File: src/design/fpe_defs.svh
// Constants of the flash program/erase controller: offsets, fields, keys.
// Assumes APB byte addresses; included by design/fpe_ctrl.sv.
//
// How it works
// - flash reads stall until program/erase finishes
// - control writes ignored while locked, except reload
// - two key words in order unlock control
// - wrong key locks controller until reset
// - wrong key answers with bus error
// - writing lock bit relocks the controller
// - half-word write programs 16 bits there
// - non-half-word program write gets bus error
// - program only erased cells; zero always allowed
// - protected program or page-erase target skips and flags protection error
// - success sets end flag; software clears it
// - register writes ignored while busy
// - page erase via select, address, start
// - busy visible one cycle after start
// - mass erase clears main pages only
// - option area holds exactly eight bytes
// - option keys set option write enable
// - option program needs erased byte, else error
// - high byte is complement of low byte
// - unprotecting read option mass-erases main first
// - option erase via select then start
// - erased read-protection byte means protected
// - each protection bit covers two pages
// - main memory is 32 pages of 2K
`ifndef FPE_DEFS_SVH
`define FPE_DEFS_SVH
`define FPE_FIRST_UNLOCK_WORD      32'h45670123
`define FPE_SECOND_UNLOCK_WORD      32'hCDEF89AB
`define FPE_OFF_KEY   8'h04
`define FPE_OFF_OKEY  8'h08
`define FPE_OFF_SR    8'h0C
`define FPE_OFF_CR    8'h10
`define FPE_OFF_AR    8'h14
`define FPE_OFF_OBR   8'h1C
`define FPE_OFF_WRPR  8'h20
`define FPE_SR_BUSY   0
`define FPE_SR_NERR   2
`define FPE_SR_WPERR  4
`define FPE_SR_EOP    5
`define FPE_CR_PG     0
`define FPE_CR_PER    1
`define FPE_CR_MER    2
`define FPE_CR_OPTION_PROGRAM_ENABLE  4
`define FPE_CR_OPTION_ERASE_SELECT  5
`define FPE_CR_START_TRIGGER   6
`define FPE_CR_LOCK   7
`define FPE_CR_OPTION_WRITE_ENABLED 9
`define FPE_CR_RELOAD 13
`define FPE_ERASED    16'hFFFF
`define FPE_RDP_OPEN  8'hAA
`define FPE_OPT_RST   8'hFF
`define FPE_PG_HI     15
`define FPE_PG_LO     11
`endif

File: src/design/fpe_pkg.sv
// Types of the flash program/erase controller.
// Assumes nothing outside itself.
package fpe_pkg;
	typedef enum logic [2:0] {
		FPE_IDLE  = 3'h0,
		FPE_CHECK = 3'h1,
		FPE_EXEC  = 3'h3,
		FPE_AUTO  = 3'h2,
		FPE_READ  = 3'h6,
		FPE_LOAD  = 3'h4
	} fpe_state_t;
	typedef enum logic [2:0] {
		FPE_OP_READ  = 3'h0,
		FPE_OP_PROG  = 3'h1,
		FPE_OP_PAGE  = 3'h2,
		FPE_OP_MASS  = 3'h3,
		FPE_OP_OREAD = 3'h4,
		FPE_OP_OPROG = 3'h5,
		FPE_OP_OERAS = 3'h6
	} fpe_op_t;
	typedef struct packed {
		fpe_op_t     op;
		logic [15:0] addr;
		logic [15:0] data;
	} fpe_fa_t;
	typedef struct packed {
		fpe_state_t     state;
		logic           fa_req;
		fpe_fa_t        fa;
		logic           pready;
		logic [31:0]    prdata;
		logic           pslverr;
		logic           mem_ready;
		logic           mem_err;
		logic [15:0]    mem_rdata;
		logic           kstage;
		logic           okstage;
		logic           lockout;
		logic           locked;
		logic           pg, page_erase_select, mass_erase_select, option_program_enable, option_erase_select, option_write_enabled;
		logic           busy, nerr, wperr, eop;
		logic [31:0]    ar;
		logic [7:0][7:0] opt;
		logic [2:0]     cnt;
		logic [15:0]    op_data;
	} fpe_st_t;
endpackage

File: src/design/fpe_ctrl.sv
// Flash program/erase controller: APB registers, CPU flash port, array port.
// Assumes the array acks each request with a one-cycle fa_ack.
//
// Added by the designer: the address map and the APB interface to the registers.
`timescale 1ns/10ps
`default_nettype none
`include "fpe_defs.svh"
module fpe_ctrl (
	input  wire logic              clock,
	input  wire logic              rst_n,
	input  wire logic              psel,
	input  wire logic              penable,
	input  wire logic              pwrite,
	input  wire logic [7:0]        paddr,
	input  wire logic [31:0]       pwdata,
	output logic                   pready,
	output logic [31:0]            prdata,
	output logic                   pslverr,
	input  wire logic              mem_valid,
	input  wire logic              mem_write,
	input  wire logic              mem_opt,
	input  wire logic [1:0]        mem_size,
	input  wire logic [15:0]       mem_addr,
	input  wire logic [15:0]       mem_wdata,
	output logic                   mem_ready,
	output logic                   mem_err,
	output logic [15:0]            mem_rdata,
	output logic                   fa_req,
	output fpe_pkg::fpe_fa_t       fa_cmd,
	input  wire logic              fa_ack,
	input  wire logic [15:0]       fa_rdata
);
	fpe_pkg::fpe_st_t st_r;
	fpe_pkg::fpe_st_t st_nxt;

	//----------------------------------------
	// decode helpers
	//----------------------------------------
	logic        setup;
	logic        wr;
	logic        kbad;
	logic [15:0] wrp;
	logic        rdp_prot;
	logic [31:0] sr_val;
	logic [31:0] cr_val;

	assign setup = psel & ~penable;
	assign wr = psel & penable & st_r.pready & pwrite & ~st_r.busy;
	assign kbad = st_r.lockout | (st_r.kstage ? pwdata != `FPE_SECOND_UNLOCK_WORD : pwdata != `FPE_FIRST_UNLOCK_WORD);
	assign wrp = {st_r.opt[7], st_r.opt[6]};
	assign rdp_prot = st_r.opt[0] != `FPE_RDP_OPEN;

	always_comb begin
		sr_val = 32'h0;
		sr_val[`FPE_SR_BUSY] = st_r.busy;
		sr_val[`FPE_SR_NERR] = st_r.nerr;
		sr_val[`FPE_SR_WPERR] = st_r.wperr;
		sr_val[`FPE_SR_EOP] = st_r.eop;
		cr_val = 32'h0;
		cr_val[`FPE_CR_PG] = st_r.pg;
		cr_val[`FPE_CR_PER] = st_r.page_erase_select;
		cr_val[`FPE_CR_MER] = st_r.mass_erase_select;
		cr_val[`FPE_CR_OPTION_PROGRAM_ENABLE] = st_r.option_program_enable;
		cr_val[`FPE_CR_OPTION_ERASE_SELECT] = st_r.option_erase_select;
		cr_val[`FPE_CR_LOCK] = st_r.locked;
		cr_val[`FPE_CR_OPTION_WRITE_ENABLED] = st_r.option_write_enabled;
	end

	//----------------------------------------
	// next state
	//----------------------------------------
	always_comb begin
		st_nxt = st_r;
		st_nxt.pready = 1'b0;
		st_nxt.mem_ready = 1'b0;
		st_nxt.mem_err = 1'b0;
		// answer prepared during the setup cycle
		if (setup) begin
			st_nxt.pready = 1'b1;
			st_nxt.pslverr = 1'b0;
			case (paddr)
				`FPE_OFF_KEY: begin
					st_nxt.prdata = 32'h0;
					st_nxt.pslverr = pwrite & st_r.locked & kbad;
				end
				`FPE_OFF_OKEY: st_nxt.prdata = 32'h0;
				`FPE_OFF_SR: st_nxt.prdata = sr_val;
				`FPE_OFF_CR: st_nxt.prdata = cr_val;
				`FPE_OFF_AR: st_nxt.prdata = st_r.ar;
				`FPE_OFF_OBR: st_nxt.prdata = {st_r.opt[3], st_r.opt[2], st_r.opt[1], st_r.opt[0]};
				`FPE_OFF_WRPR: st_nxt.prdata = {st_r.opt[7], st_r.opt[6], st_r.opt[5], st_r.opt[4]};
				default: begin
					st_nxt.prdata = 32'h0;
					st_nxt.pslverr = 1'b1;
				end
			endcase
		end
		// register writes take effect at the access edge
		if (wr) begin
			case (paddr)
				`FPE_OFF_KEY: begin
					if (st_r.locked && !st_r.lockout) begin
						if (kbad) begin
							st_nxt.lockout = 1'b1;
						end else if (st_r.kstage) begin
							st_nxt.locked = 1'b0;
							st_nxt.kstage = 1'b0;
						end else begin
							st_nxt.kstage = 1'b1;
						end
					end
				end
				`FPE_OFF_OKEY: begin
					if (!st_r.locked) begin
						if (pwdata != (st_r.okstage ? `FPE_SECOND_UNLOCK_WORD : `FPE_FIRST_UNLOCK_WORD)) begin
							st_nxt.okstage = 1'b0;
						end else if (st_r.okstage) begin
							st_nxt.option_write_enabled = 1'b1;
							st_nxt.okstage = 1'b0;
						end else begin
							st_nxt.okstage = 1'b1;
						end
					end
				end
				`FPE_OFF_SR: begin
					if (pwdata[`FPE_SR_NERR]) begin
						st_nxt.nerr = 1'b0;
					end
					if (pwdata[`FPE_SR_WPERR]) begin
						st_nxt.wperr = 1'b0;
					end
					if (pwdata[`FPE_SR_EOP]) begin
						st_nxt.eop = 1'b0;
					end
				end
				`FPE_OFF_CR: begin
					if (!st_r.locked) begin
						st_nxt.pg = pwdata[`FPE_CR_PG];
						st_nxt.page_erase_select = pwdata[`FPE_CR_PER];
						st_nxt.mass_erase_select = pwdata[`FPE_CR_MER];
						st_nxt.option_program_enable = pwdata[`FPE_CR_OPTION_PROGRAM_ENABLE];
						st_nxt.option_erase_select = pwdata[`FPE_CR_OPTION_ERASE_SELECT];
						if (!pwdata[`FPE_CR_OPTION_WRITE_ENABLED]) begin
							st_nxt.option_write_enabled = 1'b0;
						end
						if (pwdata[`FPE_CR_LOCK]) begin
							st_nxt.locked = 1'b1;
							st_nxt.option_write_enabled = 1'b0;
							st_nxt.kstage = 1'b0;
						end
					end
					if (st_r.state == fpe_pkg::FPE_IDLE) begin
						if (pwdata[`FPE_CR_RELOAD]) begin
							st_nxt.state = fpe_pkg::FPE_LOAD;
							st_nxt.cnt = 3'h0;
							st_nxt.fa_req = 1'b1;
							st_nxt.fa = '{fpe_pkg::FPE_OP_OREAD, 16'h0, 16'h0};
						end else if (!st_r.locked && pwdata[`FPE_CR_START_TRIGGER]) begin
							if (pwdata[`FPE_CR_MER]) begin
								st_nxt.state = fpe_pkg::FPE_EXEC;
								st_nxt.busy = 1'b1;
								st_nxt.fa_req = 1'b1;
								st_nxt.fa = '{fpe_pkg::FPE_OP_MASS, 16'h0, 16'h0};
							end else if (pwdata[`FPE_CR_PER]) begin
								if (!wrp[st_r.ar[`FPE_PG_HI:`FPE_PG_LO+1]]) begin
									st_nxt.wperr = 1'b1;
								end else begin
									st_nxt.state = fpe_pkg::FPE_EXEC;
									st_nxt.busy = 1'b1;
									st_nxt.fa_req = 1'b1;
									st_nxt.fa = '{fpe_pkg::FPE_OP_PAGE,
										{st_r.ar[`FPE_PG_HI:`FPE_PG_LO], 11'h0}, 16'h0};
								end
							end else if (pwdata[`FPE_CR_OPTION_ERASE_SELECT] && st_r.option_write_enabled) begin
								st_nxt.state = fpe_pkg::FPE_EXEC;
								st_nxt.busy = 1'b1;
								st_nxt.fa_req = 1'b1;
								st_nxt.fa = '{fpe_pkg::FPE_OP_OERAS, 16'h0, 16'h0};
							end
						end
					end
				end
				`FPE_OFF_AR: begin
					if (!st_r.locked) begin
						st_nxt.ar = pwdata;
					end
				end
				default: ;
			endcase
		end
		// array sequencer
		case (st_r.state)
			fpe_pkg::FPE_IDLE: begin
				if (st_nxt.state == fpe_pkg::FPE_IDLE && mem_valid && !st_r.mem_ready) begin
					st_nxt.mem_ready = 1'b1;
					if (!mem_write) begin
						st_nxt.mem_ready = 1'b0;
						st_nxt.state = fpe_pkg::FPE_READ;
						st_nxt.fa_req = 1'b1;
						st_nxt.fa = '{mem_opt ? fpe_pkg::FPE_OP_OREAD : fpe_pkg::FPE_OP_READ,
							mem_addr, 16'h0};
					end else if (mem_opt ? !(st_r.option_program_enable && st_r.option_write_enabled) : !st_r.pg) begin
						st_nxt.mem_err = 1'b1;
					end else if (mem_size != 2'h1) begin
						st_nxt.mem_err = 1'b1;
					end else if (!mem_opt && !wrp[mem_addr[`FPE_PG_HI:`FPE_PG_LO+1]]) begin
						st_nxt.wperr = 1'b1;
					end else begin
						st_nxt.state = fpe_pkg::FPE_CHECK;
						st_nxt.busy = 1'b1;
						st_nxt.fa_req = 1'b1;
						st_nxt.fa = '{mem_opt ? fpe_pkg::FPE_OP_OREAD : fpe_pkg::FPE_OP_READ,
							mem_addr, 16'h0};
						st_nxt.op_data = mem_opt ? {~mem_wdata[7:0], mem_wdata[7:0]}
							: mem_wdata;
					end
				end
			end
			fpe_pkg::FPE_READ: begin
				if (fa_ack) begin
					st_nxt.fa_req = 1'b0;
					st_nxt.mem_ready = 1'b1;
					st_nxt.mem_rdata = fa_rdata;
					st_nxt.state = fpe_pkg::FPE_IDLE;
				end
			end
			fpe_pkg::FPE_CHECK: begin
				if (fa_ack) begin
					st_nxt.fa_req = 1'b0;
					st_nxt.state = fpe_pkg::FPE_IDLE;
					st_nxt.busy = 1'b0;
					if (st_r.fa.op == fpe_pkg::FPE_OP_OREAD) begin
						if (fa_rdata != `FPE_ERASED) begin
							st_nxt.wperr = 1'b1;
						end else if (st_r.fa.addr[3:1] == 3'h0 && rdp_prot
							&& st_r.op_data[7:0] == `FPE_RDP_OPEN) begin
							st_nxt.state = fpe_pkg::FPE_AUTO;
							st_nxt.busy = 1'b1;
							st_nxt.fa_req = 1'b1;
							st_nxt.fa = '{fpe_pkg::FPE_OP_MASS, 16'h0, 16'h0};
						end else begin
							st_nxt.state = fpe_pkg::FPE_EXEC;
							st_nxt.busy = 1'b1;
							st_nxt.fa_req = 1'b1;
							st_nxt.fa = '{fpe_pkg::FPE_OP_OPROG, st_r.fa.addr, st_r.op_data};
						end
					end else if (fa_rdata != `FPE_ERASED && st_r.op_data != 16'h0) begin
						st_nxt.nerr = 1'b1;
					end else begin
						st_nxt.state = fpe_pkg::FPE_EXEC;
						st_nxt.busy = 1'b1;
						st_nxt.fa_req = 1'b1;
						st_nxt.fa = '{fpe_pkg::FPE_OP_PROG, st_r.fa.addr, st_r.op_data};
					end
				end
			end
			fpe_pkg::FPE_AUTO: begin
				if (fa_ack) begin
					st_nxt.state = fpe_pkg::FPE_EXEC;
					st_nxt.fa = '{fpe_pkg::FPE_OP_OPROG, st_r.fa.addr, st_r.op_data};
				end
			end
			fpe_pkg::FPE_EXEC: begin
				if (fa_ack) begin
					st_nxt.fa_req = 1'b0;
					st_nxt.state = fpe_pkg::FPE_IDLE;
					st_nxt.busy = 1'b0;
					st_nxt.eop = 1'b1;
				end
			end
			fpe_pkg::FPE_LOAD: begin
				if (fa_ack) begin
					st_nxt.opt[st_r.cnt] = fa_rdata[7:0];
					st_nxt.cnt = st_r.cnt + 3'h1;
					st_nxt.fa.addr = {12'h0, st_r.cnt + 3'h1, 1'b0};
					if (st_r.cnt == 3'h7) begin
						st_nxt.fa_req = 1'b0;
						st_nxt.state = fpe_pkg::FPE_IDLE;
					end
				end
			end
			default: st_nxt.state = fpe_pkg::FPE_IDLE;
		endcase
	end

	//----------------------------------------
	// state register; options load after reset
	//----------------------------------------
	always_ff @(posedge clock or negedge rst_n) begin
		if (!rst_n) begin
			st_r <= '0;
			st_r.state <= fpe_pkg::FPE_LOAD;
			st_r.fa_req <= 1'b1;
			st_r.fa.op <= fpe_pkg::FPE_OP_OREAD;
			st_r.locked <= 1'b1;
			st_r.opt <= {8{`FPE_OPT_RST}};
		end else begin
			st_r <= st_nxt;
		end
	end

	assign pready = st_r.pready;
	assign prdata = st_r.prdata;
	assign pslverr = st_r.pslverr;
	assign mem_ready = st_r.mem_ready;
	assign mem_err = st_r.mem_err;
	assign mem_rdata = st_r.mem_rdata;
	assign fa_req = st_r.fa_req;
	assign fa_cmd = st_r.fa;
endmodule
`default_nettype wire

File: config.mk
export PLATFORM = sky130hd
export DESIGN_NAME = fpe_ctrl
export DESIGN_NICKNAME = d
export VERILOG_FILES = /design/src/design/fpe_pkg.sv /design/src/design/fpe_ctrl.sv
export VERILOG_INCLUDE_DIRS = /design/src /design/src/design
export SDC_FILE = /design/constraint.sdc
export NUM_CORES = 1
export LEC_CHECK = 0
export BUFFER_PORTS_ARGS = -buffer_cell sky130_fd_sc_hd__buf_2
export CORE_MARGIN = 2
export CORE_UTILIZATION = 56
export DETAILED_ROUTE_END_ITERATION = 16
export GPL_TIMING_DRIVEN = 0
export PLACE_DENSITY = 0.88
export SLEW_MARGIN = 20
export SYNTH_ARGS = -nofsm -noshare
export SYNTH_HDL_FRONTEND = slang
export SYNTH_SLANG_ARGS = --single-unit
File: constraint.sdc
create_clock -name clock -period 3 [get_ports clock]
set_clock_uncertainty 0.1 [all_clocks]
set_input_delay 0.6 -clock clock [delete_from_list [all_inputs] [get_ports clock]]
set_output_delay 0.6 -clock clock [all_outputs]
set_load 0.02 [all_outputs]
==> results.ini, run 1 <==
[route]
dr.max_layer_used = met5
dr_wl_met3_um = 3652
viasPerCell = 6.251
wl_met2_um = 17200
ant_nets = 0
drtIter0Drc = 1320
drc_errors = 0
met1Wirelength_um = 14220
drtPass1Iterations = 5
routed_wl_um = 36590
post_drt_wl_per_cell_um = 22.27
via_count = 10270

[sta]
max_freq_mhz = 331.5
setup_viol = 1
period_needed_ps = 3017
setup_ws_ps = -16.82
period_share_pct = 100.6
worst_pin_slew_ps = 968.0
slew_headroom_pct = 34.62
finalMaxSlewViolations = 0
hold_viol = 0

[die]
rows = 53
design.die.area_mm2 = 0.02257
io_pins = 187
core_area_mm2 = 0.02102
start_util_pct = 56.97
die_h_um = 150.2
dieWidth_um = 150.2

[global_route]
grt_overflow = 0
grt_max_degree = 101
grt_usage_pct = 32.26
first_global_vias = 10070
grt_pass1_wl_um = 56060
antenna_found_initial = 2

[synthesis]
netlist_area_mm2 = 0.01198
synth_top_area_cell = dfrtp_1
yosysSeqAreaShare_pct = 46.68
synth-seq-cells = 220
yosysMostFrequentCell = dfrtp_1
synth.top_cells.by_count = dfrtp_1, mux2_2, nand2_1, buf_4
async_reset_ff_share_pct = 100.0
ys.flop_type = dfrtp_1
yosys_warnings = 0
synth_top_area_share_pct = 31.76
synth_edf_count = 0
syn_area_per_cell_um2 = 10.57
syn-num-nets = 1234
syn_inst = 1133
yosysUniqueCellTypes = 83
synth_area_leaders = dfrtp_1, dfstp_2, mux2_2

[place]
post_dp_cell_area_mm2 = 0.01327
gp_congestion = 1.005
io_buffers = 176
dp_hpwl_um = 25960

[status]
status = finished with violations
violations = setup timing

[clock_tree]
clockRootBuffer = clkbuf_16
clock_latency_ps = 530
cts_buffers = 24
cts.reportedPaths.clkPinSlew_ps = 70
h-tree-depth = 1
cts_tree = built
cts_num_sinks = 220
clockBufferDepth = 3

[worst_setup_path]
crit_path_max_fanout = 9
cp-end-kind = flop
start_kind = flop
criticalPathCategory = reg -> reg
required_ps = 3310
cp.arrival_ps = 3330

[power]
clkPwrFrac_pct = 28.2
comb_power_share_pct = 33.9
p_leak_nw = 6.751
switching_power_mw = 3.821
switching_share_pct = 34.01
p_seq_share_pct = 37.9
internal_power_mw = 7.415
powerDensity_mw_per_mm2 = 780.6
peakVddDrop_mv = 0.6296

[flow_run]
cap_violations = 0

[worst_hold_path]
min_path_type = in -> reg

[finish]
postLayoutCellArea_mm2 = 0.01439
fill_cells = 1522
area_growth_pct = 20.20
nets = 1449
final_util_pct = 68.47
drive_above_1_share_pct = 43.41

## state kept, by name, summed over array words and instances (netlist names)
register	count
st_r	121
mem_err	1
mem_ready	1
fa_cmd	35
sr_val	4
mem_rdata	16
prdata	32
fa_req	1
pready	1
pslverr	1
cr_val	7
## power groups by stage
stage                     combinational [mW]  sequential, mW  clock [mW]
after floorplan                         2.61            4.11           0
after global placement                  3.49            4.20           0
after detailed placement                3.58            4.24           0
after CTS                               3.67            4.23        3.18
after global routing                    4.09            4.32        3.32
final                                   3.81            4.26        3.17
## through the flow
stage	power, mW	setup slack [ps]	setup TNS, ps	hold slack, ps	std cells
2_1_floorplan	6.719	70.23	0	204.4	1133
3_3_place_gp	7.687	-2410	-481540	353.8	1584
3_5_place_dp	7.825	-710.3	-53100	360.0	1586
4_1_cts	11.08	24.43	0	166.3	1636
5_1_grt	11.72	-50.32	-177.4	175.2	1642
6_report	11.24	-16.82	-16.82	174.3	1643
## repair_timing
action / CTS / global route
setup buffers: 6 / 5
hold endpoints to repair: 20 / 0
pin swaps: 4 / 4
hold buffers: 1 / 0
gates resized for setup: 14 / 34
setup endpoints to repair: 105 / 81
cloned: 0 / 1
## per-layer routing
metal | up-vias | global-route usage [%]
met5 | - | 0
met1 | 5027 | 44.17
li1 | 4515 | -
met3 | 121 | 6.455
met2 | 605 | 50.75
met4 | 2 | 12.83
## cells in the final DEF, fill, tap and decap left out, drive strengths merged, types with 5 or more instances in the layout
cell type and instances:
buf 299, a31o 9, a21oi 57, clkbuf 75
a31oi 14, and2 10, mux2i 50, and3 6
nor3 17, mux4 5, a221oi 13, a22oi 9
nand2 92, o311a 6, o22ai 11, nand2b 8
a21o 11, o21ai 71, nor2 56, a221o 6
nand4 9, o211ai 12, a22o 19, inv 25
clkinv 6, mux2 125, nand3 21, o31ai 10
nor2b 10, dfrtp 152, nor4 9, dfstp 68
## path summary, 6_finish.rpt
path	slack, ps	cells after the start	end	start
setup / recovery	-20	9	fa_cmd[29]	st_r[95]
hold / removal	170	2	fa_cmd[27]	mem_addr[11]
setup reg to reg	-20	9	fa_cmd[29]	st_r[95]
hold reg to reg	380	1	st_r[126]	st_r[126]
max in group asynchronous	1580	3	st_r[218]	rst_n
min in group asynchronous	420	2	st_r[101]	rst_n
## area by class of cell
class                      count  area, um^2  share of cell area [%]
clock buffer                  31       666.9                   4.633
antenna                        2       5.005                 0.03477
timing repair buffer         191        1050                   7.293
multi-input combinational    733        5514                   38.31
sequential                   220        5593                   38.86
inverter                      25       93.84                  0.6519
tap                          275       344.1                   2.390
buffer                       153       943.4                   6.554
clock inverter                13       183.9                   1.278
## worst max-delay path, stage by stage, from the launching register on
cell and delay [ps]:
dfrtp_1 420, buf_4 190, mux2i_2 160, a221oi_1 470
a22oi_2 230, o221a_2 360, and2_1 190, a221o_1 290
buf_4 190, a221o_1 300
## logic make-up after synthesis
| group | count (synthesis) | synth area share [%] |
|---|---|---|
| AOI/OAI and AO/OA | 273 | 15.48 |
| xor gates and xnor gates | 1 | 0.07315 |
| adders and majority gates | 2 | 0.2089 |
| buffers and inverters | 180 | 8.526 |
| DFF | 220 | 46.68 |
| muxes | 180 | 16.87 |
| and+or+nand+nor | 277 | 12.15 |
Power figures use the tool's default switching activity.
==> run 2: changes to the inputs <==
--- a/config.mk
+++ b/config.mk
@@ -7,6 +7,7 @@
 export NUM_CORES = 1
 export LEC_CHECK = 0
 export BUFFER_PORTS_ARGS = -buffer_cell sky130_fd_sc_hd__buf_2
+export CORE_ASPECT_RATIO = 1.4
 export CORE_MARGIN = 2
 export CORE_UTILIZATION = 56
 export DETAILED_ROUTE_END_ITERATION = 16
==> results.ini, run 2 (same netlist as run 1, synthesis figures left out) <==
[status]
status = finished with violations
violations = setup timing

[power]
internal_power_mw = 7.262  ; -2.1%
peakVddDrop_mv = 0.4609  ; -27%
comb_power_share_pct = 34.0  ; about the same
clkPwrFrac_pct = 27.6  ; -0.6 points
p_leak_nw = 6.718  ; -0.49%
p_seq_share_pct = 38.5  ; +0.6 points
switching_power_mw = 3.880  ; +1.5%
switching_share_pct = 34.82  ; +0.82 points
powerDensity_mw_per_mm2 = 780.3  ; about the same

[worst_setup_path]
start_kind = flop
cp-end-kind = flop
timing.rr.start = st_r[95]
crit_path_max_fanout = 9  ; unchanged
r2r-end = fa_cmd[29]
crit_chain = clkbuf_4 -> mux2i_1 -> a221oi_2 -> and3_1 -> o211ai_1 -> buf_4 -> nand4_1 -> a221o_1 -> buf_2 -> a221o_1
rrSetupSlack_ps = -20  ; about the same
r2r_cells = 10  ; +1
cp.arrival_ps = 3330  ; about the same
path_common_cell = a221o_1
criticalPathCategory = reg -> reg
required_ps = 3300  ; about the same
crit_slowest_cell = dfrtp_1
max_stage_delay_ps = 420  ; -50 ps

[finish]
layoutNonFillerInstCount = 1625  ; -1.1%
final_util_pct = 67.59  ; -0.88 points
largest_reg_flops = 121  ; unchanged
fill_cells = 1597  ; +4.9%
seq_area_mm2 = 0.005594  ; about the same
nets = 1446  ; -0.21%
final_cell_mix = buf_2, dfrtp_1, mux2_2, buf_4, nand2_1
area_growth_pct = 19.24
final_common_cell = buf_2
top_register = st_r
drive_above_1_share_pct = 43.02  ; -0.39 points
multiInputGateArea_mm2 = 0.005493  ; -0.39%

[die]
design.die.area_mm2 = 0.02259  ; about the same
dieWidth_um = 127.6  ; -15%
io_pins = 187  ; unchanged
start_util_pct = 56.69  ; -0.28 points
rows = 63  ; +19%
die_h_um = 177.0  ; +18%
core_area_mm2 = 0.02113  ; +0.49%

[sta]
finalMaxSlewViolations = 0  ; unchanged
worst_pin_slew_ps = 973.6  ; +5.559 ps
setup_viol = 1  ; unchanged
max_freq_mhz = 330.6  ; -0.26%
period_needed_ps = 3025  ; +7.758 ps
period_share_pct = 100.8  ; +0.26 points
hold_viol = 0  ; unchanged
hold_slack_ps = 207.4  ; +33.09 ps
slew_headroom_pct = 34.25  ; -0.38 points
setup_ws_ps = -24.57  ; -7.758 ps

[clock_tree]
cts.reportedPaths.clkPinSlew_ps = 60  ; about the same
cts_tree = built
h-tree-depth = 1  ; unchanged
clock_latency_ps = 530  ; about the same
cts_num_sinks = 220  ; unchanged
clockRootBuffer = clkbuf_16
cts_buffers = 23  ; -4.2%
clockBufferDepth = 3  ; unchanged

[route]
via_count = 10410  ; +1.4%
drtPass1Iterations = 6  ; +1
viasPerCell = 6.407  ; +2.5%
post_drt_wl_per_cell_um = 23.76  ; +6.7%
drtIter0Drc = 959  ; -27%
drc_errors = 0  ; unchanged
ant_nets = 0  ; unchanged
routed_wl_um = 38620  ; +5.5%

[place]
numPlacedInstances = 1571  ; -0.95%
dp_hpwl_um = 27210  ; +4.8%
gp_congestion = 0.9798  ; -2.5%
io_buffers = 176  ; unchanged

[global_route]
grt_max_degree = 99  ; -2.0%
first_global_vias = 10540  ; +4.6%
grt_pass1_wl_um = 57950  ; +3.4%
antenna_found_initial = 3  ; +1
grt_overflow = 0  ; unchanged
grt_usage_pct = 33.21  ; +0.95 points

[worst_hold_path]
min_path_type = in -> reg
hold_start = mem_addr[6]
holdPathEnd = fa_cmd[22]
min_path_cells = 2  ; unchanged

[flow_run]
cap_violations = 0  ; unchanged

## run 2: cell count changes in the layout (fill, tap and decap cells not counted), sizes merged
cell	delta
buf	-4
clkinv	+2
clkinvlp	-2
clkbuf	-1
diode	+1
inv	+1
## run 2: how the worst max path moves through the flow
stage,from,slack (ps),depth (start not counted),end
after floorplan,fa_rdata[7],70,10,fa_cmd[29]
after global placement,rst_n,-2410,1,mem_rdata[9]
after detailed placement,paddr[5],-640,6,st_r[90]
after CTS,st_r[0],4,8,fa_cmd[29]
after global routing,st_r[95],-80,10,st_r[217]
final,st_r[95],-20,10,fa_cmd[29]
## run 2: power groups by stage
stage	Clock [mW]	Sequential, mW	Combinational [mW]
CTS	3.07	4.26	3.68
global route	3.19	4.34	4.03
finish	3.07	4.28	3.78
floorplan	0	4.11	2.61
global placement	0	4.22	3.50
detailed placement	0	4.27	3.61
## run 2: critical path, delay by kind of cell, from the launching register on
kind,cells,cell delay (ps)
multiplexers,1,290
AND/OR/NAND/NOR,2,380
buffers and inverters,3,600
AO/OA/AOI/OAI,4,1110
flip-flops,1,420
## run 2: timing repair
item / 4_1_cts / 5_1_grt
cloned: 0 / 1
endpoints found under the setup margin: 98 / 62
pin swaps: 5 / 1
hold buffers: 1 / 0
buffers inserted: 6 / 3
resized for setup: 10 / 28
hold endpoints to repair: 26 / 0
## run 2: through the flow
step,setup TNS [ps],setup slack (ps),cell area [um^2],power [mW]
after floorplan,0,70.23,11980,6.719
after global placement,-477320,-2407,13180,7.717
after detailed placement,-46050,-641.0,13250,7.879
after CTS,0,4.427,14150,11.00
after global routing,-471.6,-79.50,14280,11.56
final,-24.57,-24.57,14280,11.14
## run 2: routing by layer
layer	GRT usage, %	routed length, um
met5	0	0
met4	21.79	2881
met3	3.990	2463
met2	59.78	20020
met1	36.61	13250
## run 2: final cells by class
class                   count  share of cell area, %
well taps                 260                  2.278
repair buffers            189                  7.220
clock buffers              28                  4.373
plain buffers             153                  6.537
flip-flops and latches    220                  39.18
inverters                  25                 0.6572
clock inverters            14                  1.236
multi-input cells         733                  38.47
diodes                      3                0.05258
==> run 3: changes to the inputs <==
--- a/config.mk
+++ b/config.mk
@@ -10,9 +10,11 @@
 export CORE_ASPECT_RATIO = 1.4
 export CORE_MARGIN = 2
 export CORE_UTILIZATION = 56
+export CTS_CLUSTER_DIAMETER = 150
 export DETAILED_ROUTE_END_ITERATION = 16
 export GPL_TIMING_DRIVEN = 0
 export PLACE_DENSITY = 0.88
+export RECOVER_POWER = 25
 export SLEW_MARGIN = 20
 export SYNTH_ARGS = -nofsm -noshare
 export SYNTH_HDL_FRONTEND = slang
==> constraint.sdc (replaced) <==
create_clock -name clock -period 3 [get_ports clock]
set_clock_uncertainty 0.1 [all_clocks]
set_input_delay 0.6 -clock clock [delete_from_list [all_inputs] [get_ports clock]]
set_output_delay 0.6 -clock clock [all_outputs]
set_load 0.005 [all_outputs]
==> results.ini, run 3 (same netlist as run 1, synthesis figures left out) <==
[clock_tree]
cts.reportedPaths.clkPinSlew_ps = 60  ; about the same
clock_latency_ps = 530  ; about the same
clockRootBuffer = clkbuf_16
cts_num_sinks = 220  ; unchanged
h-tree-depth = 1  ; unchanged
cts_tree = built
cts_buffers = 23  ; unchanged
clockBufferDepth = 3  ; unchanged

[worst_setup_path]
start_kind = flop
cp.arrival_ps = 3330  ; about the same
criticalPathCategory = reg -> reg
r2r-end = fa_cmd[29]
crit_path_max_fanout = 9  ; unchanged
timing.rr.start = st_r[95]
rrSetupSlack_ps = -30  ; about the same
required_ps = 3300  ; about the same
r2r_cells = 10  ; unchanged
cp-end-kind = flop

[finish]
largest_reg_flops = 121  ; unchanged
nets = 1446  ; unchanged
area_growth_pct = 19.20  ; about the same
postLayoutCellArea_mm2 = 0.01427  ; about the same
layoutNonFillerInstCount = 1625  ; unchanged
top_register = st_r
final_common_cell = buf_2
drive_above_1_share_pct = 42.88  ; -0.15 points
final_cell_mix = buf_2, dfrtp_1, mux2_2, buf_4, nand2_1

[die]
design.die.area_mm2 = 0.02259  ; unchanged
dieWidth_um = 127.6  ; unchanged
core_area_mm2 = 0.02113  ; unchanged
io_pins = 187  ; unchanged
rows = 63  ; unchanged
die_h_um = 177.0  ; unchanged
start_util_pct = 56.69  ; unchanged

[route]
drtPass1Iterations = 5  ; -1
drtIter0Drc = 959  ; unchanged
post_drt_wl_per_cell_um = 23.75  ; about the same
via_count = 10410  ; -0.029%
ant_nets = 0  ; unchanged
drc_errors = 0  ; unchanged
routed_wl_um = 38600  ; about the same
viasPerCell = 6.405  ; about the same

[flow_run]
cap_violations = 1  ; +1

[global_route]
grt_usage_pct = 33.21  ; unchanged
grt_overflow = 0  ; unchanged
first_global_vias = 10540  ; unchanged
grt_util_met1_pct = 36.61  ; unchanged
antenna_found_initial = 3  ; unchanged
grt_pass1_wl_um = 57950  ; unchanged
grt_max_degree = 99  ; unchanged
grtUsageMet2_pct = 59.78  ; unchanged
busiest_layer = met2
use_met3_pct = 3.990  ; unchanged

[worst_hold_path]
hold_start = mem_addr[6]
min_path_type = in -> reg
min_path_cells = 2  ; unchanged
holdPathEnd = fa_cmd[22]

[power]
p_leak_nw = 6.721  ; about the same
powerDensity_mw_per_mm2 = 757.8  ; -2.9%
peakVddDrop_mv = 0.4609  ; about the same

[sta]
finalMaxSlewViolations = 42  ; +42
hold_slack_ps = 208.3  ; +0.8780 ps
max_freq_mhz = 330.1  ; -0.15%
setup_viol = 1  ; unchanged
period_needed_ps = 3029  ; +4.531 ps
period_share_pct = 101.0  ; +0.15 points
slew_headroom_pct = -35.50  ; -70 points
hold_viol = 0  ; unchanged
setup_ws_ps = -29.11  ; -4.531 ps
setup_tns_ps = -29.11  ; -4.531 ps
worst_pin_slew_ps = 2029  ; +1056 ps

[place]
gp_congestion = 0.9798  ; unchanged
dp_hpwl_um = 27210  ; unchanged
numPlacedInstances = 1571  ; unchanged
post_dp_cell_area_mm2 = 0.01325  ; unchanged
io_buffers = 176  ; unchanged
post-place-ws_ps = -641.0  ; unchanged

[status]
violations = capacitance limit, slew limit, setup timing
status = finished with violations

-- run 3: cell count changes in the layout (fill, tap and decap cells not counted), sizes merged --
| cell | before | now |
|---|---|---|
| dlymetal6s2s | 0 | 1 |
| buf | 295 | 293 |
| clkbuf | 74 | 75 |
-- run 3: worst max-delay path: stages (launching register included) --
cell and delay, ps:
dfrtp_1 430, clkbuf_4 220, mux2i_1 290, a221oi_2 140, and3_1 240, o211ai_1 280
buf_4 170, nand4_1 140, a221o_1 350, buf_2 210, a221o_1 340
-- run 3: final cells by class --
| type | instances | area [um^2] |
|---|---|---|
| fillers | 1599 | 6850 |
| flip-flops and latches | 220 | 5594 |
| multi-input cells | 733 | 5493 |
| repair buffers | 189 | 1027 |
| plain buffers | 153 | 933.4 |
| clock buffers | 28 | 624.3 |
| well taps | 260 | 325.3 |
| clock inverters | 14 | 176.4 |
| inverters | 25 | 93.84 |
| diodes | 3 | 7.507 |
-- run 3: worst max path at each step --
stage | from | cells after the start | slack (ps) | end
2_1_floorplan | fa_rdata[7] | 10 | 70 | fa_cmd[29]
3_5_place_dp | paddr[5] | 6 | -640 | st_r[90]
4_1_cts | st_r[0] | 8 | 4 | fa_cmd[29]
6_report | st_r[95] | 10 | -30 | fa_cmd[29]
5_1_grt | st_r[95] | 10 | -80 | st_r[217]
3_3_place_gp | rst_n | 1 | -2410 | mem_rdata[9]
-- run 3: power by group --
group | internal (mW) | total [mW] | switching, mW
clock network | 1.83 | 3.07 | 1.24
registers | 3.77 | 4.29 | 0.512
logic | 1.65 | 3.46 | 1.81
-- run 3: what timing repair did --
item                                    CTS  global route
gates resized for setup                  10            28
gates cloned                              0             1
hold endpoints to repair                 26             0
hold buffers                              1             0
setup buffers                             6             3
pin swaps                                 5             1
endpoints found under the setup margin   98            62
-- run 3: layer usage --
| metal | routed length (um) | up-vias |
|---|---|---|
| li1 | - | 4493 |
| met1 | 13260 | 5104 |
| met2 | 20000 | 615 |
| met3 | 2434 | 196 |
| met4 | 2901 | 0 |
| met5 | 0 | - |
-- run 3: stage by stage --
| step | util, % | power (mW) |
|---|---|---|
| after floorplan | - | 6.382 |
| after global placement | 62.40 | 7.393 |
| after detailed placement | 62.70 | 7.555 |
| after CTS | 66.98 | 10.68 |
| after global routing | 67.57 | 11.24 |
| final | 67.57 | 10.82 |
